## src/hdl/pcr_pkg.sv

```systemverilog
// Package of strap codes, ratio encodings and timing counts for the decoder
package pcr_pkg;

   // ************************************************************
   // Strap and ratio widths
   // ************************************************************
   localparam int SYS_STRAP_W  = 4;
   localparam int CORE_STRAP_W = 5;
   localparam int RATIO_W      = 5;  // Ratio in half steps (ratio x 2)

   // ************************************************************
   // System ratio strap codes
   // ************************************************************
   localparam logic [3:0] SYS_CODE_2 = 4'h2;
   localparam logic [3:0] SYS_CODE_3 = 4'h3;
   localparam logic [3:0] SYS_CODE_4 = 4'h4;
   localparam logic [3:0] SYS_CODE_5 = 4'h5;
   localparam logic [3:0] SYS_CODE_6 = 4'h6;
   localparam logic [3:0] SYS_CODE_8 = 4'h8;
   localparam logic [3:0] SYS_CODE_9 = 4'h9;

   // ************************************************************
   // Core ratio strap codes, bit 4 is the first strap bit
   // ************************************************************
   localparam logic [4:0] CORE_CODE_20 = 5'h08;  // 01000
   localparam logic [4:0] CORE_CODE_25 = 5'h0C;  // 01100
   localparam logic [4:0] CORE_CODE_30 = 5'h10;  // 10000
   localparam logic [4:0] CORE_CODE_35 = 5'h1C;  // 11100
   localparam logic [4:0] CORE_CODE_40 = 5'h14;  // 10100
   localparam logic [4:0] CORE_CODE_45 = 5'h0E;  // 01110

   // ************************************************************
   // Ratio values in half steps; zero marks no ratio
   // ************************************************************
   localparam logic [4:0] RATIO_NONE = 5'h00;
   localparam logic [4:0] RATIO_2    = 5'h04;
   localparam logic [4:0] RATIO_2P5  = 5'h05;
   localparam logic [4:0] RATIO_3    = 5'h06;
   localparam logic [4:0] RATIO_3P5  = 5'h07;
   localparam logic [4:0] RATIO_4    = 5'h08;
   localparam logic [4:0] RATIO_4P5  = 5'h09;
   localparam logic [4:0] RATIO_5    = 5'h0A;
   localparam logic [4:0] RATIO_6    = 5'h0C;
   localparam logic [4:0] RATIO_8    = 5'h10;
   localparam logic [4:0] RATIO_9    = 5'h12;

   // ************************************************************
   // Timing: straps settle this long after reset release
   // ************************************************************
   localparam int CLK_PERIOD_PS   = 4000;
   localparam int SETTLE_TIME_NS  = 16;
   localparam int SETTLE_CYCLES   =
      (SETTLE_TIME_NS * 1000 + CLK_PERIOD_PS - 1) / CLK_PERIOD_PS;
   localparam logic [3:0] SETTLE_LAST = 4'(SETTLE_CYCLES - 1);

   // ************************************************************
   // Capture sequencer states
   // ************************************************************
   typedef enum logic [2:0] {
      ST_SETTLE = 3'b001,
      ST_SAMPLE = 3'b010,
      ST_DONE   = 3'b100
   } pcr_state_e;

endpackage

```

## src/hdl/powerup_clock_ratio_strap_decoder.sv

```systemverilog
// Power-up capture and decode of the clock ratio configuration straps
`timescale 1ns/1ps

module pcr_powerup_clock_ratio_strap_decoder (
   input  wire logic                         clock,         // Reference clock
   input  wire logic                         rst,           // Power-on reset
   input  wire logic [3:0]                   sysRatioStrapPins, // Sys straps
   input  wire logic [3:0]                   busParityStrapPins, // Core [0:3]
   input  wire logic                         coreRatioExtraStrapPin, // Core 4
   output logic      [pcr_pkg::RATIO_W-1:0]  platformRatio, // x2, 0 = none
   output logic      [pcr_pkg::RATIO_W-1:0]  coreRatio,     // x2, 0 = none
   output logic                              sysRatioBad,   // Reserved sys code
   output logic                              coreRatioBad,  // Reserved core code
   output logic                              configDone     // Straps captured
);
   import pcr_pkg::*;

   // ************************************************************
   // Decode functions
   // ************************************************************
   // Reserved codes fall to RATIO_NONE so nothing downstream guesses
   function automatic logic [4:0] sysDecode(input logic [3:0] code);
      logic [4:0] r;
      r = RATIO_NONE;
      unique case (code)
         SYS_CODE_2: r = RATIO_2;
         SYS_CODE_3: r = RATIO_3;
         SYS_CODE_4: r = RATIO_4;
         SYS_CODE_5: r = RATIO_5;
         SYS_CODE_6: r = RATIO_6;
         SYS_CODE_8: r = RATIO_8;
         SYS_CODE_9: r = RATIO_9;
         default:    r = RATIO_NONE;
      endcase
      return r;
   endfunction

   function automatic logic [4:0] coreDecode(input logic [4:0] code);
      logic [4:0] r;
      r = RATIO_NONE;
      unique case (code)
         CORE_CODE_20: r = RATIO_2;
         CORE_CODE_25: r = RATIO_2P5;
         CORE_CODE_30: r = RATIO_3;
         CORE_CODE_35: r = RATIO_3P5;
         CORE_CODE_40: r = RATIO_4;
         CORE_CODE_45: r = RATIO_4P5;
         default:      r = RATIO_NONE;
      endcase
      return r;
   endfunction

   // ************************************************************
   // Capture sequencer
   // ************************************************************
   pcr_state_e state_q;
   pcr_state_e state_d;
   logic [3:0] settle_q;
   logic [3:0] settle_d;
   wire        settleEnd;
   wire        sampleNow;
   wire [4:0]  coreCode;
   wire [4:0]  sysDec;
   wire [4:0]  coreDec;

   // Strap bit 0 is the msb of the code, extra pin is the lsb
   assign coreCode  = {busParityStrapPins, coreRatioExtraStrapPin};
   assign settleEnd = (settle_q == SETTLE_LAST);
   assign sampleNow = (state_q == ST_SAMPLE);
   assign sysDec    = sysDecode(sysRatioStrapPins);
   assign coreDec   = coreDecode(coreCode);

   // Settle first so the pull resistors win over reset-time glitches
   always_comb begin
      state_d  = state_q;
      settle_d = settle_q;
      unique case (state_q)
         ST_SETTLE: begin
            settle_d = settle_q + 4'h1;
            if (settleEnd) begin
               state_d = ST_SAMPLE;
            end
         end
         ST_SAMPLE: state_d = ST_DONE;
         ST_DONE:   state_d = ST_DONE;  // Pins now belong to local bus
         default:   state_d = ST_SETTLE;
      endcase
   end

   always_ff @(posedge clock or posedge rst) begin
      if (rst) begin
         state_q  <= ST_SETTLE;
         settle_q <= 4'h0;
      end else begin
         state_q  <= state_d;
         settle_q <= settle_d;
      end
   end

   // ************************************************************
   // Captured ratios, frozen after the single sample
   // ************************************************************
   // Later pin activity is local bus traffic and must not leak in
   always_ff @(posedge clock or posedge rst) begin
      if (rst) begin
         platformRatio <= RATIO_NONE;
         coreRatio     <= RATIO_NONE;
         sysRatioBad   <= 1'b0;
         coreRatioBad  <= 1'b0;
         configDone    <= 1'b0;
      end else if (sampleNow) begin
         platformRatio <= sysDec;
         coreRatio     <= coreDec;
         sysRatioBad   <= (sysDec == RATIO_NONE);
         coreRatioBad  <= (coreDec == RATIO_NONE);
         configDone    <= 1'b1;
      end
   end

   // ************************************************************
   // Assertions
   // ************************************************************
   a_sys_decode: assert property (
      @(posedge clock) disable iff (rst)
      sampleNow && sysRatioStrapPins == SYS_CODE_9
      |=> platformRatio == RATIO_9 && !sysRatioBad)
      else $error("system ratio 9 not decoded");

   a_sys_reserved: assert property (
      @(posedge clock) disable iff (rst)
      sampleNow && (sysRatioStrapPins == 4'h0 || sysRatioStrapPins == 4'h1
                    || sysRatioStrapPins == 4'h7)
      |=> sysRatioBad && platformRatio == RATIO_NONE)
      else $error("reserved system code gave a ratio");

   a_core_decode: assert property (
      @(posedge clock) disable iff (rst)
      sampleNow && coreCode == CORE_CODE_25
      |=> coreRatio == RATIO_2P5 && !coreRatioBad)
      else $error("core ratio 2.5 not decoded");

   a_core_hold: assert property (
      @(posedge clock) disable iff (rst)
      configDone && $past(configDone)
      |-> $stable(coreRatio) && $stable(platformRatio))
      else $error("captured ratio changed after configuration");

   a_done_time: assert property (
      @(posedge clock) disable iff (rst)
      $rose(configDone) |-> $past(state_q, 1) == ST_SAMPLE)
      else $error("configuration done without a sample");

   a_core_reserved: assert property (
      @(posedge clock) disable iff (rst)
      sampleNow && coreCode == 5'h00
      |=> coreRatioBad && coreRatio == RATIO_NONE)
      else $error("reserved core code gave a ratio");

   a_bad_consistent: assert property (
      @(posedge clock) disable iff (rst)
      configDone |-> (coreRatioBad == (coreRatio == RATIO_NONE)))
      else $error("core flag and ratio disagree");

   a_settle_first: assert property (
      @(posedge clock) disable iff (rst)
      $fell(rst) |-> !configDone [*4])
      else $error("straps sampled before settling");

endmodule

```

## config.mk

```make
export PLATFORM = sky130hd
export DESIGN_NAME = pcr_powerup_clock_ratio_strap_decoder
export DESIGN_NICKNAME = d
export VERILOG_FILES = /design/src/hdl/pcr_pkg.sv /design/src/hdl/powerup_clock_ratio_strap_decoder.sv
export SDC_FILE = /design/constraint.sdc
export NUM_CORES = 1
export LEC_CHECK = 0
export BUFFER_PORTS_ARGS = -buffer_cell sky130_fd_sc_hd__buf_4
export CAP_MARGIN = 30
export CORE_UTILIZATION = 49
export CTS_CLUSTER_DIAMETER = 60
export CTS_CLUSTER_SIZE = 8
export DETAILED_ROUTE_END_ITERATION = 7
export PLACE_DENSITY = 0.82
export SETUP_SLACK_MARGIN = 0.15
export SLEW_MARGIN = 20
export SYNTH_ARGS = -nofsm -noshare
export SYNTH_HDL_FRONTEND = slang
export SYNTH_SLANG_ARGS = --single-unit
```

## constraint.sdc

```tcl
create_clock -name clock -period 1.69 [get_ports clock]
set_input_delay 0.2535 -clock clock [delete_from_list [all_inputs] [get_ports clock]]
set_output_delay 0.2535 -clock clock [all_outputs]
set_load 0.02 [all_outputs]
```

==> metrics, run 1 <==
required time worst endpoint ~1900 ps; most common cell after layout, fill and taps aside buf_4; CP endpoint coreRatio[0]; crit path from state_q[2]; Sequential Power Share approximately 55%; drt drc 4; Psw between 0.15 and 0.2 mW; Die W roughly 44 microns; setup violators final 0; Cell Pwr Density ~770 nW/um^2; Routed WL 1530 microns; Die Area approximately 1900 sq um; share of the synthesized area in the top cell type around 50%; CTS Buf Count 3; reg2reg end coreRatio[0]; initial antenna violation count 0; crit path kind reg2reg; clock root buffer clkbuf_4; Mapped Cells 85; Synth area leader dfrtp_1; #FFs+latches synth 18; CTS tree done; max cap viols 0; Worst VDD drop 494 uV; # placed instances 120; Syn Area/Cell 10.1 sq um; outcome finished with violations; via count 660; commonest non-fill, non-tap cells in the layout 22 x buf_4, 17 x dfrtp_1, 14 x nand2_1, 9 x nor2_1, 5 x xnor2_1; Core Util, Final about 67%; htree depth 1; Hold Path Class in2async; area of the core about 1600 sq um; vias in the first global route ~600; via/cell ratio 5.32; worst relative slew slack a little under three fifths; Net Sw Frac between 20% and 30%; maximum clock frequency between 0.7 and 0.8 GHz; Leak Pwr slightly above 0.5 nW; Detail Route Antenna Nets 0; largest net degree at the start of global routing 19; R2R Setup Slk between 300 and 400 ps; Combinational Power Share ~14%; Global Route Usage Sum ~18%; Die Y 43.8 microns; Final HPWL DP between 1000 and 1500 microns; critical path's largest stage delay 480 ps; failing checks design-rule violations; Max Clock Skew between 6 and 7 ps; Rows 14; initial DRC count 17; first-pass GRT wire length 2510 microns; sequential area share after synthesis a little over half; # hold bufs at CTS 0; critical path, cell by cell or3b_4 -> nor3b_2 -> a32o_1; top area cells in the synthesized netlist dfrtp_1 50%, nand2_1 6.1%, xnor2_1 5.1%; nets approximately 120; Diodes inserted 0; Post-CTS Setup Repair Bufs 0; per-cell routed wire length 12.4 microns; CP max FO 12; share of layout cells above drive strength 1 28.7%; CTS max path bufs 2; Syn Std Cell Area between 800 and 900 sq um; Final Critical Period 1380 ps; Netlist cell types 31; Syn. warnings 0; Clock power frac a little under a third; Period Utilization, post-route about four fifths; Clk Latency, worst-skew pair 290 ps; worst r2r src state_q[2]; P_int about 0.62 mW; setup ws final just over 300 ps; Area Growth Syn to Fin 23.8%; Final Hold Vio Count 0; fin. max-slew vios 0; total chip power just over 0.8 mW; Non-Filler Instances around 120; # resized after CTS 0; startpoint types flop; Critical Path Slowest Stage Cell or3b_4; Reg clk slew, reported paths approximately 100 ps; Critical Path End Type flop; IO Port Bufs 21; unrepaired setup endpoints after global routing false; worst-margin pin slew roughly 660 ps; GP Congestion 0.808; # IOs 24; grt total ovfl 0; initial core utilization between 50 and 60%; post-place setup slack between 200 and 250 ps; Arrival @ worst endpoint around 1600 ps; setup_tns 0 ps; Worst R2R Path Depth 3; # clock sinks 18; drt first pass iters 6
==> cell usage after synthesis <==
cell type  count
nand2_1       14
clkbuf_1       1
conb_1         1
mux2i_1        1
a31oi_1        2
nor3b_1        1
xor2_1         2
nand4_1        1
buf_4          2
inv_1          1
o21ai_0        4
xnor2_1        5
a21o_1         1
dfstp_2        1
o22ai_1        1
a21oi_1        1
and3_1         1
dfrtp_1       17
nor3_1         2
nand2b_1       2
nand4b_1       1
buf_2          1
nor3b_2        2
nor2_1         9
mux2_2         1
a32o_1         1
or3b_1         1
nor2b_1        3
ha_1           1
nand3_1        2
a22o_1         2
==> critical path: cells and delay by family (launching register included) <==
| kind | cells | cell delay [ps] |
|---|---|---|
| flip-flops | 1 | 430 |
| AND/OR/NAND/NOR | 2 | 710 |
| AO/OA/AOI/OAI | 1 | 180 |
==> cell families (layout without fill, tap and decap cells) <==
logic type	after synthesis	count (layout)	synth area share, %
AOI/OAI and AO/OA	12	12	9.20
xor gates and xnor gates	7	7	7.15
adders and majority gates	1	1	1.46
buffers and inverters	5	27	3.21
DFF	18	18	52.7
muxes	2	2	2.48
other	1	2	0.438
and+or+nand+nor	39	39	23.4
==> final cells by class <==
cell class / count / area (sq um)
Multi-Input combinational cell: 63 / 384
Clock buffer: 4 / 36.3
Fill cell: 130 / 515
Sequential cell: 18 / 452
Timing Repair Buffer: 22 / 165
Tap cell: 16 / 20.0
Inverter: 1 / 3.75
==> power groups by stage <==
stage,sequential [mW],combinational [mW],clock [mW]
2_1_floorplan,0.473,0.0474,0
3_3_place_gp,0.458,0.112,0
3_5_place_dp,0.458,0.115,0
4_1_cts,0.450,0.115,0.266
5_1_grt,0.451,0.126,0.290
6_report,0.449,0.114,0.259
==> flip-flops by register name, summed over array words and instances (netlist names) <==
signal	flops
coreRatioBad	1
platformRatio	4
configDone	1
coreRatio	4
sysRatioBad	1
settle_q	4
state_q	3
==> worst min-delay path by stage <==
stage	to	from	depth (start not counted)	slack (ps)
after floorplan	configDone	rst	1	190
after detailed placement	settle_q[3]	rst	2	390
after CTS	settle_q[2]	rst	2	60
after global routing	sysRatioBad	rst	2	100
final	platformRatio[4]	rst	2	50
after global placement	settle_q[2]	rst	2	380
==> per-layer routing <==
layer  vias to the layer above  track usage (%)  share of wire, %
li1                        330                -                 -
met1                       308             21.7                46
met2                        20             30.1                47
met3                         2             6.25               6.3
met4                         0             5.63              0.59
met5                         -                0                 0
==> stage by stage <==
step,hold WS (ps),cell area (sq um)
final,49.4,1060
after global routing,99.2,1060
after CTS,62.3,1060
after detailed placement,386,1020
after global placement,382,1020
after floorplan,191,861
Power figures use the tool's default switching activity.
==> run 2, diff against run 1 <==
--- a/config.mk
+++ b/config.mk
@@ -5,13 +5,14 @@
 export SDC_FILE = /design/constraint.sdc
 export NUM_CORES = 1
 export LEC_CHECK = 0
+export ABC_AREA = 1
 export BUFFER_PORTS_ARGS = -buffer_cell sky130_fd_sc_hd__buf_4
 export CAP_MARGIN = 30
-export CORE_UTILIZATION = 49
+export CORE_UTILIZATION = 45
 export CTS_CLUSTER_DIAMETER = 60
 export CTS_CLUSTER_SIZE = 8
 export DETAILED_ROUTE_END_ITERATION = 7
-export PLACE_DENSITY = 0.82
+export PLACE_DENSITY = 0.79
 export SETUP_SLACK_MARGIN = 0.15
 export SLEW_MARGIN = 20
 export SYNTH_ARGS = -nofsm -noshare
==> constraint.sdc (replaced) <==
create_clock -name clock -period 1.1 [get_ports clock]
set_input_delay 0.165 -clock clock [delete_from_list [all_inputs] [get_ports clock]]
set_output_delay 0.165 -clock clock [all_outputs]
set_load 0.02 [all_outputs]
==> metrics, run 2 <==
Detail Route Antenna Nets 0; Non-Filler Instances between 150 and 200; Hold Path Class in2reg; Primary FF master, synth dfrtp_1; Post-synth EDFFs 0; vias in the first global route roughly 750; top area cells in the synthesized netlist dfrtp_1 49%, nand2_1 13%, nor2_1 5.2%; Largest regs coreRatio (4), platformRatio (4), settle_q (4); initial antenna violation count 0; sequential area share after synthesis a little over half; Area Growth Syn to Fin 45.1%; Core Util, Final between 70% and 80%; first-pass GRT wire length around 3000 microns; leading cell types by count after synthesis 30 x nand2_1, 17 x dfrtp_1, 12 x nor2_1, 8 x inv_1, 7 x nand3_1; Critical Path End Type flop; nets 148; outcome finished with violations; setup violators final 3; count leader, synth nand2_1; Max Clock Skew 7.84 ps; startpoint types flop; # IOs 24; Die W approximately 46 microns; FF/Latch Area about 450 sq um; Hold Path Sink platformRatio[1]; Die Y ~46 microns; worst r2r src state_q[0]; reg2reg end settle_q[1]; Cell Pwr Density just over 1000 nW/um^2; Worst VDD drop 819 uV; CTS tree done; multi-input logic area around 400 sq um; hold slack 182 ps; via/cell ratio ~5.0; largest net degree at the start of global routing 19; Synth area leader dfrtp_1; initial DRC count 10; Arrival @ worst endpoint about 1300 ps; CP max FO 5; share of the synthesized area in the top cell type roughly half; clock root buffer clkbuf_4; failing checks negative setup slack; most common cell after layout, fill and taps aside nand2_1; asr flop ratio synth 100%; Syn. warnings 0; Syn Std Cell Area roughly 870 sq um; htree depth 1; Global Route Usage Sum 20.5%; Die Area roughly 2100 sq um; Mapped Cells 100; WHS Path Cells 3; Hold Startpoint sysRatioStrapPins[0]; Syn Area/Cell between 8 and 9 sq um; # placed instances 148; initial core utilization 49.1%; maximum clock frequency 0.894 GHz; Clk Latency, worst-skew pair about 290 ps; # clock sinks 18; area of the core about 1800 sq um; Reg clk slew, reported paths ~100 ps; Final HPWL DP 1340 microns; unrepaired setup endpoints after global routing true; grt total ovfl 0; Rows 15; Routed WL approximately 1900 microns; max cap viols 0; required time worst endpoint around 1300 ps; Final Hold Vio Count 0; Final Critical Period approximately 1100 ps; #FFs+latches synth 18; CTS Buf Count 3; Leak Pwr about 0.65 nW; CTS max path bufs 2; crit path kind reg2reg; IO Port Bufs 21; GP Congestion between 0.8 and 0.9; via count 793; Period Utilization, post-route 102%; fin. max-slew vios 0; commonest non-fill, non-tap cells in the layout 23 x nand2_1, 18 x buf_4, 17 x dfrtp_1, 14 x buf_6, 10 x nor2_1; share of layout cells above drive strength 1 40.7%; setup ws final -19.0 ps; drt drc 0; per-cell routed wire length approximately 12 microns; Netlist cell types 24; drt first pass iters 4; Worst R2R Path Depth 2; R2R Setup Slk -20 ps; Diodes inserted 0; Filler cells 139
[run 2: routing by layer]
metal | vias up | track usage (%) | share of wire [%]
met4 | 0 | 11.2 | 2.0
met3 | 6 | 5.16 | 4.8
li1 | 381 | - | -
met5 | - | 0 | 0
met1 | 375 | 23.6 | 41
met2 | 31 | 34.4 | 52
[run 2: worst max path at each step]
stage	start	end	slack (ps)	cells past startpoint
finish	state_q[0]	settle_q[1]	-20	2
global route	state_q[0]	configDone	-40	4
floorplan	state_q[0]	configDone	50	4
detailed placement	state_q[0]	configDone	-20	4
global placement	state_q[0]	settle_q[1]	40	2
CTS	state_q[0]	configDone	-20	4
[run 2: cells by family after synthesis]
kind of cell | after synthesis | synth area share [%]
flops | 18 | 52.2
simple gates | 55 | 28.3
fa+ha+maj | 1 | 1.44
mux | 1 | 1.73
other cells | 1 | 0.433
compound gates | 9 | 5.92
buf+inv | 12 | 6.94
xor+xnor | 3 | 3.04
[run 2: what timing repair did]
action                                  CTS  global route
resized for setup                        16            14
endpoints found under the hold margin    17             0
pin swaps                                 2             1
hold buffers                              1             0
setup buffers                             3             4
endpoints found under the setup margin   29            29
[run 2: report_power, final]
part           leakage (nW)  internal [mW]  switching [mW]
clock                0.0210          0.202           0.195
sequential            0.221          0.680          0.0146
combinational         0.408         0.0967           0.103
[run 2: final cells by class]
class / instances / area share, %
clock buffers: 4 / 2.89
inverters: 9 / 2.89
multi-input cells: 71 / 31.7
flip-flops and latches: 18 / 36.0
well taps: 25 / 2.49
repair buffers: 33 / 24.1
[run 2: metrics by stage]
stage	power, mW	area (sq um)	setup TNS, ps	setup slack, ps
after floorplan	0.795	872	0	50.8
after global placement	0.866	1060	0	42.0
after detailed placement	0.871	1060	-17.7	-17.7
after CTS	1.30	1190	-84.3	-23.3
after global routing	1.35	1260	-158	-45.0
final	1.29	1260	-33.9	-19.0
[run 2: worst max-delay path: stages, from the launching register on]
cell and delay (ps):
dfstp_2 580, nand2_2 120, mux2_4 310
